$ cat config.mk
export PLATFORM = sky130hd
export DESIGN_NAME = pli_regs
export DESIGN_NICKNAME = d
export VERILOG_FILES = /design/src/hw/pli_pkg.sv /design/src/hw/pli_regs.sv
export SDC_FILE = /design/constraint.sdc
export NUM_CORES = 1
export LEC_CHECK = 0
export CORE_ASPECT_RATIO = 1.5
export CORE_MARGIN = 3
export CORE_UTILIZATION = 55
export DETAILED_ROUTE_END_ITERATION = 8
export DONT_BUFFER_PORTS = 1
export HOLD_SLACK_MARGIN = 0.05
export PLACE_DENSITY_LB_ADDON = 0.12
export SLEW_MARGIN = 0
export SYNTH_ARGS = -nofsm -noshare
export SYNTH_HDL_FRONTEND = slang
export SYNTH_SLANG_ARGS = --single-unit
$ cat constraint.sdc
create_clock -name clk -period 2.3 [get_ports clk]
set_input_delay 0.345 -clock clk [delete_from_list [all_inputs] [get_ports clk]]
set_output_delay 0.345 -clock clk [all_outputs]
set_load 0.01 [all_outputs]
$ cat src/hw/pli_pkg.sv
package pli_pkg;
	// register indices on the management serial bus
	localparam logic [4:0] ADR_FNSEL = 5'h16;
	localparam logic [4:0] ADR_BEHAV = 5'h17;
	localparam logic [4:0] ADR_DRIVE = 5'h19;
	localparam logic [4:0] ADR_LEGACY = 5'h1a;
	localparam logic [4:0] ADR_EVENT = 5'h1b;
	localparam logic [4:0] ADR_CTRL = 5'h1f;
	// reset values
	localparam logic [15:0] RST_FNSEL = 16'h0021;
	localparam logic [15:0] RST_BEHAV = 16'h1000;
	localparam logic [15:0] RST_DRIVE = 16'h0000;
	localparam logic [15:0] RST_LEGACY = 16'h4000;
	localparam logic [7:0] RST_EVEN = 8'h00;
	localparam logic [7:0] RST_EVST = 8'h00;
	// field positions
	localparam int FNB_LSB = 4;
	localparam int FNA_LSB = 0;
	localparam int RATE_LSB = 10;
	localparam int STR_LSB = 5;
	localparam int CMB_LSB = 0;
	localparam int PUSH_BIT = 1;
	localparam int LEGACY_BIT = 14;
	localparam int EVEN_LSB = 8;
	localparam int IRQINV_BIT = 14;
	// serial frame
	localparam logic [5:0] PRE_ONES = 6'd32;
	localparam logic [1:0] OP_RD = 2'b10;
	localparam logic [1:0] OP_WR = 2'b01;
	// timebase: 25 ms tick = half period of the fastest blink
	localparam int CLK_NS = 4;
	localparam int TICK_NS = 25_000_000;
	localparam int TICK_CYC = TICK_NS / CLK_NS;
	localparam logic [3:0] BLINK_TOP = 4'h8;
	localparam logic [4:0] STRETCH_TOP = 5'h10;
	typedef enum logic [4:0] {
		MS_PRE = 5'b00001,
		MS_HDR = 5'b00010,
		MS_TA = 5'b00100,
		MS_RDAT = 5'b01000,
		MS_WDAT = 5'b10000
	} pli_mst_t;
endpackage : pli_pkg

$ cat src/hw/pli_regs.sv
`timescale 1ns/10ps
`default_nettype none
module pli_regs import pli_pkg::*; #(
	parameter logic [4:0] PHY_ADR = 5'h01,
	parameter int TICK_CYCLES = TICK_CYC
) (
	input wire logic clk,
	input wire logic sys_rst,
	input wire logic mdc,
	input wire logic mdioIn,
	output logic mdioOut,
	output logic mdioOe_n,
	input wire logic linkSt,
	input wire logic dupSt,
	input wire logic actEv,
	input wire logic colEv,
	input wire logic [7:0] eventIn,
	output logic indicator_out_a,
	output logic indicator_out_b,
	output logic irqOut
);
	localparam int DW = $clog2(TICK_CYCLES + 1);
	localparam logic [DW-1:0] DIV_TOP = DW'(TICK_CYCLES - 1);

	// pin synchronisers
	logic mdcS1_ff, mdcS2_ff, mdcS3_ff, mdioS1_ff, mdioS2_ff;
	always_ff @(posedge clk) begin
		if (sys_rst) begin
			mdcS1_ff <= 1'b0;
			mdcS2_ff <= 1'b0;
			mdcS3_ff <= 1'b0;
			mdioS1_ff <= 1'b1;
			mdioS2_ff <= 1'b1;
		end else begin
			mdcS1_ff <= mdc;
			mdcS2_ff <= mdcS1_ff;
			mdcS3_ff <= mdcS2_ff;
			mdioS1_ff <= mdioIn;
			mdioS2_ff <= mdioS1_ff;
		end
	end
	logic mdcRise, bitIn;
	assign mdcRise = mdcS2_ff & ~mdcS3_ff;
	assign bitIn = mdioS2_ff;

	// register file state
	logic [15:0] fnSel_ff, behav_ff, drive_ff, legacy_ff;
	logic [7:0] evEn_ff, evSt_ff;
	logic irqInv_ff, irq_ff;
	logic [15:0] nxt_fnSel, nxt_behav, nxt_drive, nxt_legacy, wrDat;
	logic [7:0] nxt_evEn, nxt_evSt;
	logic nxt_irqInv, nxt_irq, wrEn, rdClr;
	logic [4:0] wrAdr;

	function automatic logic [15:0] rdMux(input logic [4:0] a,
		input logic [15:0] f, input logic [15:0] b, input logic [15:0] d,
		input logic [15:0] l, input logic [7:0] e, input logic [7:0] s,
		input logic inv);
		logic [15:0] r;
		r = 16'h0000;
		case (a)
			ADR_FNSEL: r = f;
			ADR_BEHAV: r = b;
			ADR_DRIVE: r = d;
			ADR_LEGACY: r = l;
			ADR_EVENT: r = {e, s};
			ADR_CTRL: r[IRQINV_BIT] = inv;
			default: r = 16'h0000;
		endcase
		return r;
	endfunction : rdMux

	// serial frame engine
	pli_mst_t st_ff, nxt_st;
	logic [5:0] cnt_ff, nxt_cnt;
	logic [15:0] sh_ff, nxt_sh;
	logic opRd_ff, nxt_opRd;
	logic [4:0] reg_ff, nxt_reg;
	logic mdioOut_ff, mdioOeN_ff, nxt_mdioOut, nxt_mdioOeN;
	logic [12:0] hdr;
	logic hdrOk, drv, dBit;
	always_comb begin
		nxt_st = st_ff;
		nxt_cnt = cnt_ff;
		nxt_sh = sh_ff;
		nxt_opRd = opRd_ff;
		nxt_reg = reg_ff;
		wrEn = 1'b0;
		wrAdr = reg_ff;
		wrDat = {sh_ff[14:0], bitIn};
		rdClr = 1'b0;
		hdr = {sh_ff[11:0], bitIn};
		hdrOk = hdr[12] && hdr[9:5] == PHY_ADR &&
			(hdr[11:10] == OP_RD || hdr[11:10] == OP_WR);
		drv = mdioOeN_ff == 1'b0 || (mdioOut_ff && drive_ff[PUSH_BIT]);
		dBit = mdioOut_ff | mdioOeN_ff;
		if (mdcRise) begin
			case (st_ff)
				MS_PRE: begin
					if (bitIn) begin
						nxt_cnt = (cnt_ff < PRE_ONES) ? cnt_ff + 6'd1 : cnt_ff;
					end else if (cnt_ff == PRE_ONES) begin
						nxt_st = MS_HDR;
						nxt_cnt = 6'd0;
					end else begin
						nxt_cnt = 6'd0;
					end
					drv = 1'b0;
				end
				MS_HDR: begin
					nxt_sh = {sh_ff[14:0], bitIn};
					nxt_cnt = cnt_ff + 6'd1;
					if (cnt_ff == 6'd12) begin
						nxt_cnt = 6'd0;
						nxt_st = hdrOk ? MS_TA : MS_PRE;
						nxt_opRd = hdr[11:10] == OP_RD;
						nxt_reg = hdr[4:0];
						// read data is caught here, so the clear-on-read
						// takes effect before the data leaves the pin
						if (hdrOk && hdr[11:10] == OP_RD) begin
							nxt_sh = rdMux(hdr[4:0], fnSel_ff, behav_ff,
								drive_ff, legacy_ff, evEn_ff, evSt_ff, irqInv_ff);
							rdClr = hdr[4:0] == ADR_EVENT;
						end
					end
					drv = 1'b0;
				end
				MS_TA: begin
					nxt_cnt = cnt_ff + 6'd1;
					drv = opRd_ff;
					dBit = 1'b0;
					if (cnt_ff == 6'd1) begin
						nxt_cnt = 6'd0;
						nxt_st = opRd_ff ? MS_RDAT : MS_WDAT;
						dBit = sh_ff[15];
						nxt_sh = {sh_ff[14:0], 1'b0};
					end
				end
				MS_RDAT: begin
					nxt_cnt = cnt_ff + 6'd1;
					drv = cnt_ff != 6'd15;
					dBit = sh_ff[15];
					nxt_sh = {sh_ff[14:0], 1'b0};
					if (cnt_ff == 6'd15) begin
						nxt_st = MS_PRE;
						nxt_cnt = 6'd0;
					end
				end
				MS_WDAT: begin
					nxt_cnt = cnt_ff + 6'd1;
					nxt_sh = {sh_ff[14:0], bitIn};
					drv = 1'b0;
					if (cnt_ff == 6'd15) begin
						wrEn = 1'b1;
						nxt_st = MS_PRE;
						nxt_cnt = 6'd0;
					end
				end
				default: begin
					nxt_st = MS_PRE;
					nxt_cnt = 6'd0;
					drv = 1'b0;
				end
			endcase
		end
		// open-drain only ever pulls low; push-pull drives both levels
		nxt_mdioOeN = !(drv && (drive_ff[PUSH_BIT] || !dBit));
		nxt_mdioOut = drv && dBit && drive_ff[PUSH_BIT];
	end
	always_ff @(posedge clk) begin
		if (sys_rst) begin
			st_ff <= MS_PRE;
			cnt_ff <= 6'd0;
			sh_ff <= 16'h0000;
			opRd_ff <= 1'b0;
			reg_ff <= 5'h00;
			mdioOut_ff <= 1'b0;
			mdioOeN_ff <= 1'b1;
		end else begin
			st_ff <= nxt_st;
			cnt_ff <= nxt_cnt;
			sh_ff <= nxt_sh;
			opRd_ff <= nxt_opRd;
			reg_ff <= nxt_reg;
			mdioOut_ff <= nxt_mdioOut;
			mdioOeN_ff <= nxt_mdioOeN;
		end
	end
	assign mdioOut = mdioOut_ff;
	assign mdioOe_n = mdioOeN_ff;
	// register file; a controller that writes 0 to the mode bit gets
	// extended mode, it is not forced back to 1
	always_comb begin
		nxt_fnSel = fnSel_ff;
		nxt_behav = behav_ff;
		nxt_drive = drive_ff;
		nxt_legacy = legacy_ff;
		nxt_evEn = evEn_ff;
		nxt_irqInv = irqInv_ff;
		if (wrEn) begin
			case (wrAdr)
				ADR_FNSEL: nxt_fnSel = wrDat;
				ADR_BEHAV: nxt_behav = wrDat;
				ADR_DRIVE: nxt_drive = wrDat;
				ADR_LEGACY: nxt_legacy = wrDat;
				ADR_EVENT: nxt_evEn = wrDat[EVEN_LSB +: 8];
				ADR_CTRL: nxt_irqInv = wrDat[IRQINV_BIT];
				default: nxt_irqInv = irqInv_ff;
			endcase
		end
		// set wins over the read clear; bit order follows the
		// enable order 15..8 = status 7..0
		nxt_evSt = (evSt_ff & ~{8{rdClr}}) | eventIn;
		nxt_irq = (|(evSt_ff & evEn_ff)) ^ irqInv_ff;
	end
	always_ff @(posedge clk) begin
		if (sys_rst) begin
			fnSel_ff <= RST_FNSEL;
			behav_ff <= RST_BEHAV;
			drive_ff <= RST_DRIVE;
			legacy_ff <= RST_LEGACY;
			evEn_ff <= RST_EVEN;
			evSt_ff <= RST_EVST;
			irqInv_ff <= 1'b0;
			irq_ff <= 1'b0;
		end else begin
			fnSel_ff <= nxt_fnSel;
			behav_ff <= nxt_behav;
			drive_ff <= nxt_drive;
			legacy_ff <= nxt_legacy;
			evEn_ff <= nxt_evEn;
			evSt_ff <= nxt_evSt;
			irqInv_ff <= nxt_irqInv;
			irq_ff <= nxt_irq;
		end
	end
	assign irqOut = irq_ff;
	// free-running timebase, one tick per 25 ms
	logic [DW-1:0] div_ff, nxt_div;
	logic [3:0] tick_ff, nxt_tick;
	logic tick;
	always_comb begin
		tick = div_ff == DIV_TOP;
		nxt_div = tick ? '0 : div_ff + DW'(1);
		nxt_tick = tick ? tick_ff + 4'd1 : tick_ff;
	end
	always_ff @(posedge clk) begin
		if (sys_rst) begin
			div_ff <= '0;
			tick_ff <= 4'd0;
		end else begin
			div_ff <= nxt_div;
			tick_ff <= nxt_tick;
		end
	end
	// indicators: 0 = second (b), 1 = first (a); legacy mode behaves as
	// the reset settings, whatever the registers hold
	logic legacy;
	logic [1:0] led;
	assign legacy = legacy_ff[LEGACY_BIT];
	genvar gi;
	for (gi = 0; gi < 2; gi++) begin : g_ind
		localparam int FN_LSB = (gi == 0) ? FNB_LSB : FNA_LSB;
		localparam int SEL = (gi == 0) ? 1 : 0;
		logic [4:0] str_ff, nxt_str;
		logic led_ff, nxt_led;
		logic [3:0] fn;
		logic [1:0] rate;
		logic strEn, cmbOff, lvl, ev, phase;
		always_comb begin
			fn = legacy ? RST_FNSEL[FN_LSB +: 4] :
				fnSel_ff[FN_LSB +: 4];
			rate = legacy ? RST_BEHAV[RATE_LSB +: 2] :
				behav_ff[RATE_LSB +: 2];
			strEn = !legacy && behav_ff[STR_LSB + SEL];
			cmbOff = !legacy && behav_ff[CMB_LSB + SEL];
			lvl = (fn == 4'h0) ? 1'b0 : (fn[0] ? linkSt : dupSt);
			ev = (fn == 4'h0) ? 1'b0 : (fn[0] ? actEv : colEv);
			// half period 8>>rate ticks, stretch 16>>rate ticks
			phase = |((tick_ff << rate) & BLINK_TOP);
			nxt_str = str_ff;
			if (ev) begin
				nxt_str = STRETCH_TOP >> rate;
			end else if (tick && str_ff != 5'd0) begin
				nxt_str = str_ff - 5'd1;
			end
			if (cmbOff || str_ff == 5'd0) begin
				nxt_led = lvl;
			end else begin
				nxt_led = lvl && !strEn && phase;
			end
		end
		always_ff @(posedge clk) begin
			if (sys_rst) begin
				str_ff <= 5'd0;
				led_ff <= 1'b0;
			end else begin
				str_ff <= nxt_str;
				led_ff <= nxt_led;
			end
		end
		assign led[gi] = led_ff;
	end
	assign indicator_out_b = led[0];
	assign indicator_out_a = led[1];
	property p_rstVal;
		@(posedge clk) sys_rst |=> fnSel_ff == RST_FNSEL &&
			legacy_ff[LEGACY_BIT] && behav_ff[RATE_LSB +: 2] == 2'b00;
	endproperty
	a_rstVal: assert property (p_rstVal) else $error("bad reset");
	property p_rdClr;
		@(posedge clk) disable iff (sys_rst)
		rdClr && eventIn == 8'h00 |=> evSt_ff == 8'h00;
	endproperty
	a_rdClr: assert property (p_rdClr) else $error("no clear");
	// other enabled bits may hold the line, so only the polarity is checked
	property p_setWin;
		@(posedge clk) disable iff (sys_rst)
		eventIn[7] && evEn_ff[7] && !wrEn |=>
			evSt_ff[7] ##1 irqOut != $past(irqInv_ff);
	endproperty
	a_setWin: assert property (p_setWin) else $error("lost set");
	property p_irq;
		@(posedge clk) disable iff (sys_rst)
		(|(evSt_ff & evEn_ff)) && !irqInv_ff |=> irqOut;
	endproperty
	a_irq: assert property (p_irq) else $error("irq low");
	property p_inv;
		@(posedge clk) disable iff (sys_rst)
		!(|(evSt_ff & evEn_ff)) && irqInv_ff |=> irqOut;
	endproperty
	a_inv: assert property (p_inv) else $error("not inverted");
	property p_odr;
		@(posedge clk) disable iff (sys_rst)
		!mdioOe_n && !$past(drive_ff[PUSH_BIT]) |-> !mdioOut;
	endproperty
	a_odr: assert property (p_odr) else $error("drove high");
	property p_legacy;
		@(posedge clk) disable iff (sys_rst)
		legacy && g_ind[1].str_ff == 5'd0 |=>
			indicator_out_a == $past(linkSt);
	endproperty
	a_legacy: assert property (p_legacy) else $error("bad led");
	property p_str;
		@(posedge clk) disable iff (sys_rst)
		!legacy && behav_ff[STR_LSB] && !behav_ff[CMB_LSB] &&
			g_ind[1].str_ff != 5'd0 |=> !indicator_out_a;
	endproperty
	a_str: assert property (p_str) else $error("no stretch");
endmodule : pli_regs
`default_nettype wire

==> results of run 1 <==
[worst paths after layout]
path	end	slack, ps	depth (start not counted)
min	evSt_ff[2]$_SDFF_PP0_	70	2
max reg2reg	irqInv_ff$_SDFFE_PP0P_	110	7
max	irqInv_ff$_SDFFE_PP0P_	110	7
min reg2reg	bitIn$_SDFF_PP1_	410	1
[power groups by stage]
stage	Clock (uW)	Combinational [uW]	Sequential (uW)
after floorplan	0	87.1	2890
after global placement	0	80.3	2900
after detailed placement	0	84.0	2900
after CTS	2850	133	2830
after global routing	2990	147	2830
final	2820	134	2830
[layout by cell type, fill, tap and decap left out, types with 16 or more instances in the layout]
cell type / n
nand3_1: 21
nand2_1: 67
a21oi_1: 66
dfxtp_1: 160
xnor2_1: 28
buf_4: 36
a221o_1: 16
inv_1: 22
nor2_1: 132
and3_1: 20
clkbuf_16: 17
mux2i_1: 66
nor3_1: 16
o21ai_0: 41
[kinds of logic after synthesis]
logic type                 after synthesis  share of synthesized area [%]
DFF                                    161                           42.6
buffers and inverters                   82                           4.30
and+or+nand+nor                        349                           22.8
xor gates and xnor gates                35                           4.05
muxes                                   69                           9.17
AOI/OAI and AO/OA                      179                           15.4
adders and majority gates               10                           1.65
[flip-flops by register name, indices dropped and copies added (netlist names), 4 cells and up]
signal and cells:
behav_ff 16, cnt_ff 6, div_ff 23, drive_ff 16, evEn_ff 8, evSt_ff 8
fnSel_ff 16, g_ind.str_ff 10, legacy_ff 16, reg_ff 5, sh_ff 16, st_ff 5
tick_ff 4
[stage by stage]
stage	hold slack, ps	worst slack [ps]
global route	57.3	13.4
floorplan	389	212
global placement	400	90.2
CTS	59.2	41.0
detailed placement	397	62.0
finish	65.5	108
[cell usage after synthesis, types with 16 or more instances]
master and instances:
nor2_1 133, xnor2_1 28, a221o_1 16, inv_1 22, o21ai_0 41, clkbuf_1 47, nand2_1 67, dfxtp_1 161
nor3_1 16, mux2i_1 66, nand3_1 21, a21oi_1 66, and3_1 21
[metal layers]
| metal | routed length, um | share of wire [%] | up-vias |
|---|---|---|---|
| met4 | 1090 | 5.2 | 0 |
| li1 | - | - | 3173 |
| met2 | 10900 | 52 | 231 |
| met1 | 8160 | 39 | 3245 |
| met3 | 920 | 4.4 | 76 |
| met5 | 0 | 0 | - |
[timing repair]
action                                  4_1_cts  5_1_grt
setup buffers                                 0        1
gates resized for setup                       0        9
hold endpoints to repair                    106        0
hold buffers                                 12        0
endpoints found under the setup margin        0       24
[worst max-delay path, stage by stage (launching register included)]
cell and delay, ps:
dfxtp_1 410, ha_1 250, and3_2 260, and4_4 280, nand4_1 120, mux2i_1 170, nor2_1 50, dlygate4sd3_1 550
[layout make-up]
class	count	area, um^2	share of cell area [%]
Clock inverter	13	143	1.66
Timing Repair Buffer	51	468	5.43
Clock buffer	19	443	5.14
Tap cell	159	199	2.31
Sequential cell	161	3220	37.4
Multi-Input combinational cell	642	4060	47.1
Inverter	22	82.6	0.958
==> results.yml, run 1 <==
global_routing:
  gr-usage-met2_pct: 50.4
  antenna_found_initial: 0
  grt_util_all_layers_pct: 28.9
  busiest_layer: "met2"
  grt_max_degree: 105
  grt_use_met1_pct: 32.6
  grt_pass1_wl_mm: 34.3
  grt_pass1_vias: 6761
  use_met3_pct: 4.34
  gr-total-overflow: 0
placement:
  dp.cells: 1022
  dp_hpwl_mm: 14.3
  io_buffer_count: 0
  gp_congestion: 0.917
  post_dp_cell_area_um2: 7860
yosys:
  yosys.area.top_type: "dfxtp_1"
  ys_warn_count: 0
  syn_nets: 911
  synthCells: 885
  postSynthAreaPerCell_um2: 8.56
  syn_area_um2: 7570
  ys.flop_type: "dfxtp_1"
  ys_top_cells_by_area: "dfxtp_1 43%, mux2i_1 8.7%, nor2_1 6.6%"
  ys_seq_area_share_pct: 42.6
  ys_types: 66
  synth_top_area_share_pct: 42.6
  async_flop_share_pct: 0
  synth-edff-count: 0
  yosys_register_bits: 161
floorplan:
  dieHeight_um: 150
  die_w_um: 102
  initial_core_util_pct: 57.3
  core_um2: 13200
  row_count: 51
  dieArea_um2: 15200
  ios: 21
timing:
  finalSetupViolations: 0
  timing.max_slew.rel_slack_pct: 36.8
  fin_setup_tns_ps: 0
  rsz0062_at_grt: "no"
  max_freq_mhz: 456
  period_needed_ps: 2190
  fin_crit_sh_pct: 95.3
  worstMarginPinSlew_ps: 947
  final_hold_viol_count: 0
  maxSlewViolCount: 0
  clock_skew_ps: 10.4
drt:
  vias_per_cell: 6.30
  drtIter0Drc: 517
  routed_wl_mm: 21.1
  drc_errors: 0
  vias: 6725
  avgRoutedWirePerCell_um: 19.8
  dr.pass1.iters: 7
  postRouteAntennaNets: 0
finish:
  antenna_cells: 0
  final_cell_area_um2: 8620
  layout.nets: 921
  final_core_util_pct: 65.2
  final-instance-count-excl-fill: 1067
  fillers: 1117
  drive_above_1_share_pct: 10.9
  area_growth_pct: 13.8
worst_hold_path:
  min_path_type: "in -> reg"
  hp-start: "eventIn[2]"
setup_path:
  crit_path_max_fanout: 6
  path_class: "reg -> reg"
  crit_required_ps: 2610
  startpoint: "cnt_ff[0]$_SDFFE_PP0P_"
  cp.arrival_ps: 2500
  cp-end-kind: "flip-flop"
  regToRegStartpoint: "cnt_ff[0]$_SDFFE_PP0P_"
  cp-start-kind: "flip-flop"
pwr:
  p_switching_uw: 1360
  p_sw_share_pct: 23.5
  power.share.sequential_pct: 49.0
  clock_power_share_pct: 48.7
  cellLeakagePower_uw: 0.00349
  irDropWorstVdd_v: 0.000597
  combPwrFrac_pct: 2.3
  power_density_nw_per_um2: 671
  intPower_uw: 4420
  total_power_uw: 5790
clock_network:
  cts_root_buffer: "clkbuf_16"
  htreeDepth: 4
  cts_tree: "done"
  numCtsBuffers: 17
  cts_sinks: 161
  cts_buffer_depth: 2
  cts.clk_slew.worst_paths_ps: 70
  insertion_delay_ps: 420
status:
  status: "finished, final reports clean"
flow_run:
  cap_violations: 0
(Power assumes the default switching activity.)
==> run 2, diff against run 1 <==
- clock period: 2.3 -> 2.55 ns (I/O delays scaled with it)
==> run 2 against run 1 <==
  * Worst hold slack better by 1.8 ps
  * Sequential cell count did not move
  * Clock skew grew 3.6 ps
  * Register-to-register slack improved by 110 ps
  * Power shrank 9.1%
  * Largest cell class unchanged
  * Largest power group is now clock
==> results.yml, run 2 (synthesized netlist as in run 1, its figures left out) <==
finish:
  drive_above_1_share_pct: 9.24
  multiInputGateArea_um2: 4030
  largest_reg_flops: 23
  antenna_cells: 0
  final_cell_mix: "161 x dfxtp_1, 133 x nor2_1, 67 x nand2_1"
  layout_commonest_cell: "dfxtp_1"
  seq_area_um2: 3220
  area_growth_pct: 10.7
  top_register: "div_ff"
  fillers: 1132
  layout.nets: 900
clock_network:
  htreeDepth: 4
  cts.clk_slew.worst_paths_ps: 60
  cts_root_buffer: "clkbuf_16"
  cts_tree: "done"
  cts_buffer_depth: 2
  numCtsBuffers: 17
  insertion_delay_ps: 430
  cts_sinks: 161
  post_cts_buffers: 0
drt:
  top_layer: "met4"
  routed_wl_mm: 20.6
  drc_errors: 0
  vias: 6617
  avgRoutedWirePerCell_um: 19.7
  wl_met1_mm: 7.97
  postRouteAntennaNets: 0
  met2WireLength_mm: 10.6
  drtIter0Drc: 423
  dr.pass1.iters: 6
  vias_per_cell: 6.33
  dr_wl_met3_um: 951
placement:
  io_buffer_count: 0
  gp_congestion: 0.882
  dp_hpwl_mm: 14.2
floorplan:
  core_um2: 13200
  die_w_um: 102
  row_count: 51
  initial_core_util_pct: 57.3
  dieHeight_um: 150
  dieArea_um2: 15200
  ios: 21
pwr:
  power_density_nw_per_um2: 627
  cellLeakagePower_uw: 0.00338
  irDropWorstVdd_v: 0.000436
worst_hold_path:
  min_path_type: "in -> reg"
  hp-start: "sys_rst"
timing:
  whs_ps: 67.2
  final_hold_viol_count: 0
  fin_setup_tns_ps: 0
  finalSetupViolations: 0
  maxSlewViolCount: 0
  max_freq_mhz: 429
  worstMarginPinSlew_ps: 756
  timing.max_slew.rel_slack_pct: 49.6
  clock_skew_ps: 14.0
  period_needed_ps: 2330
  rsz0062_at_grt: "no"
  fin_crit_sh_pct: 91.4
setup_path:
  cp-start-kind: "flip-flop"
  startpoint: "st_ff[1]$_SDFFE_PP0P_"
  crit_required_ps: 2890
  crit_path_max_fanout: 10
  path_class: "reg -> reg"
  regToRegStartpoint: "st_ff[1]$_SDFFE_PP0P_"
  cp.arrival_ps: 2670
  cp-end-kind: "flip-flop"
global_routing:
  grt_pass1_vias: 6567
  gr-total-overflow: 0
  grt_max_degree: 101
  grt_pass1_wl_mm: 33.2
  grt_util_all_layers_pct: 28.0
  antenna_found_initial: 0
status:
  status: "finished, final reports clean"
flow_run:
  cap_violations: 0
## run 2: area by class of cell
cell class,instances,area share [%]
well taps,159,2.37
clock buffers,18,5.24
multi-input cells,642,48.1
repair buffers,30,2.95
flip-flops and latches,161,38.4
clock inverters,14,1.94
inverters,22,0.985
## run 2: through the flow
stage | util (%) | setup slack (ps) | total power [uW] | instances | area [um^2]
final | 63.5 | 220 | 5260 | 1046 | 8380
after global routing | 63.5 | 49.3 | 5410 | 1046 | 8380
after CTS | 63.5 | 245 | 5280 | 1046 | 8380
after detailed placement | 58.6 | 273 | 2690 | 1012 | 7740
after global placement | 58.6 | 294 | 2680 | 1012 | 7740
after floorplan | - | 462 | 2680 | 885 | 7570
## run 2: final timing paths
path,depth (start not counted),endpoint,slack (ps)
max,5,cnt_ff[3]$_SDFFE_PP0P_,220
max reg2reg,5,cnt_ff[3]$_SDFFE_PP0P_,220
min reg2reg,1,bitIn$_SDFF_PP1_,410
min,1,bitIn$_SDFF_PP1_,70
## run 2: worst max-delay path, stage by stage (launching register included)
cell	delay, ps
dfxtp_1	540
or4b_1	550
a211oi_2	300
nor4_1	160
or4_1	530
a31oi_1	170
## run 2: per-layer routing
layer  vias to the layer above  global-route usage, %
li1                       3139                      -
met1                      3178                   31.5
met2                       226                   49.5
met3                        74                   4.15
met4                         0                   15.8
met5                         -                      0
## run 2: where the power goes
part           internal [uW]  switching, uW  total, uW
Combinational           33.9           71.5        105
Clock                   1430           1170       2600
Sequential              2530           22.5       2560
Total                   4000           1260       5260
## run 2: repair_timing
| action | 4_1_cts | 5_1_grt |
|---|---|---|
| hold buffers | 2 | 0 |
| endpoints found under the hold margin | 100 | 0 |
| gates resized for setup | 0 | 0 |
| setup endpoints to repair | 0 | 0 |
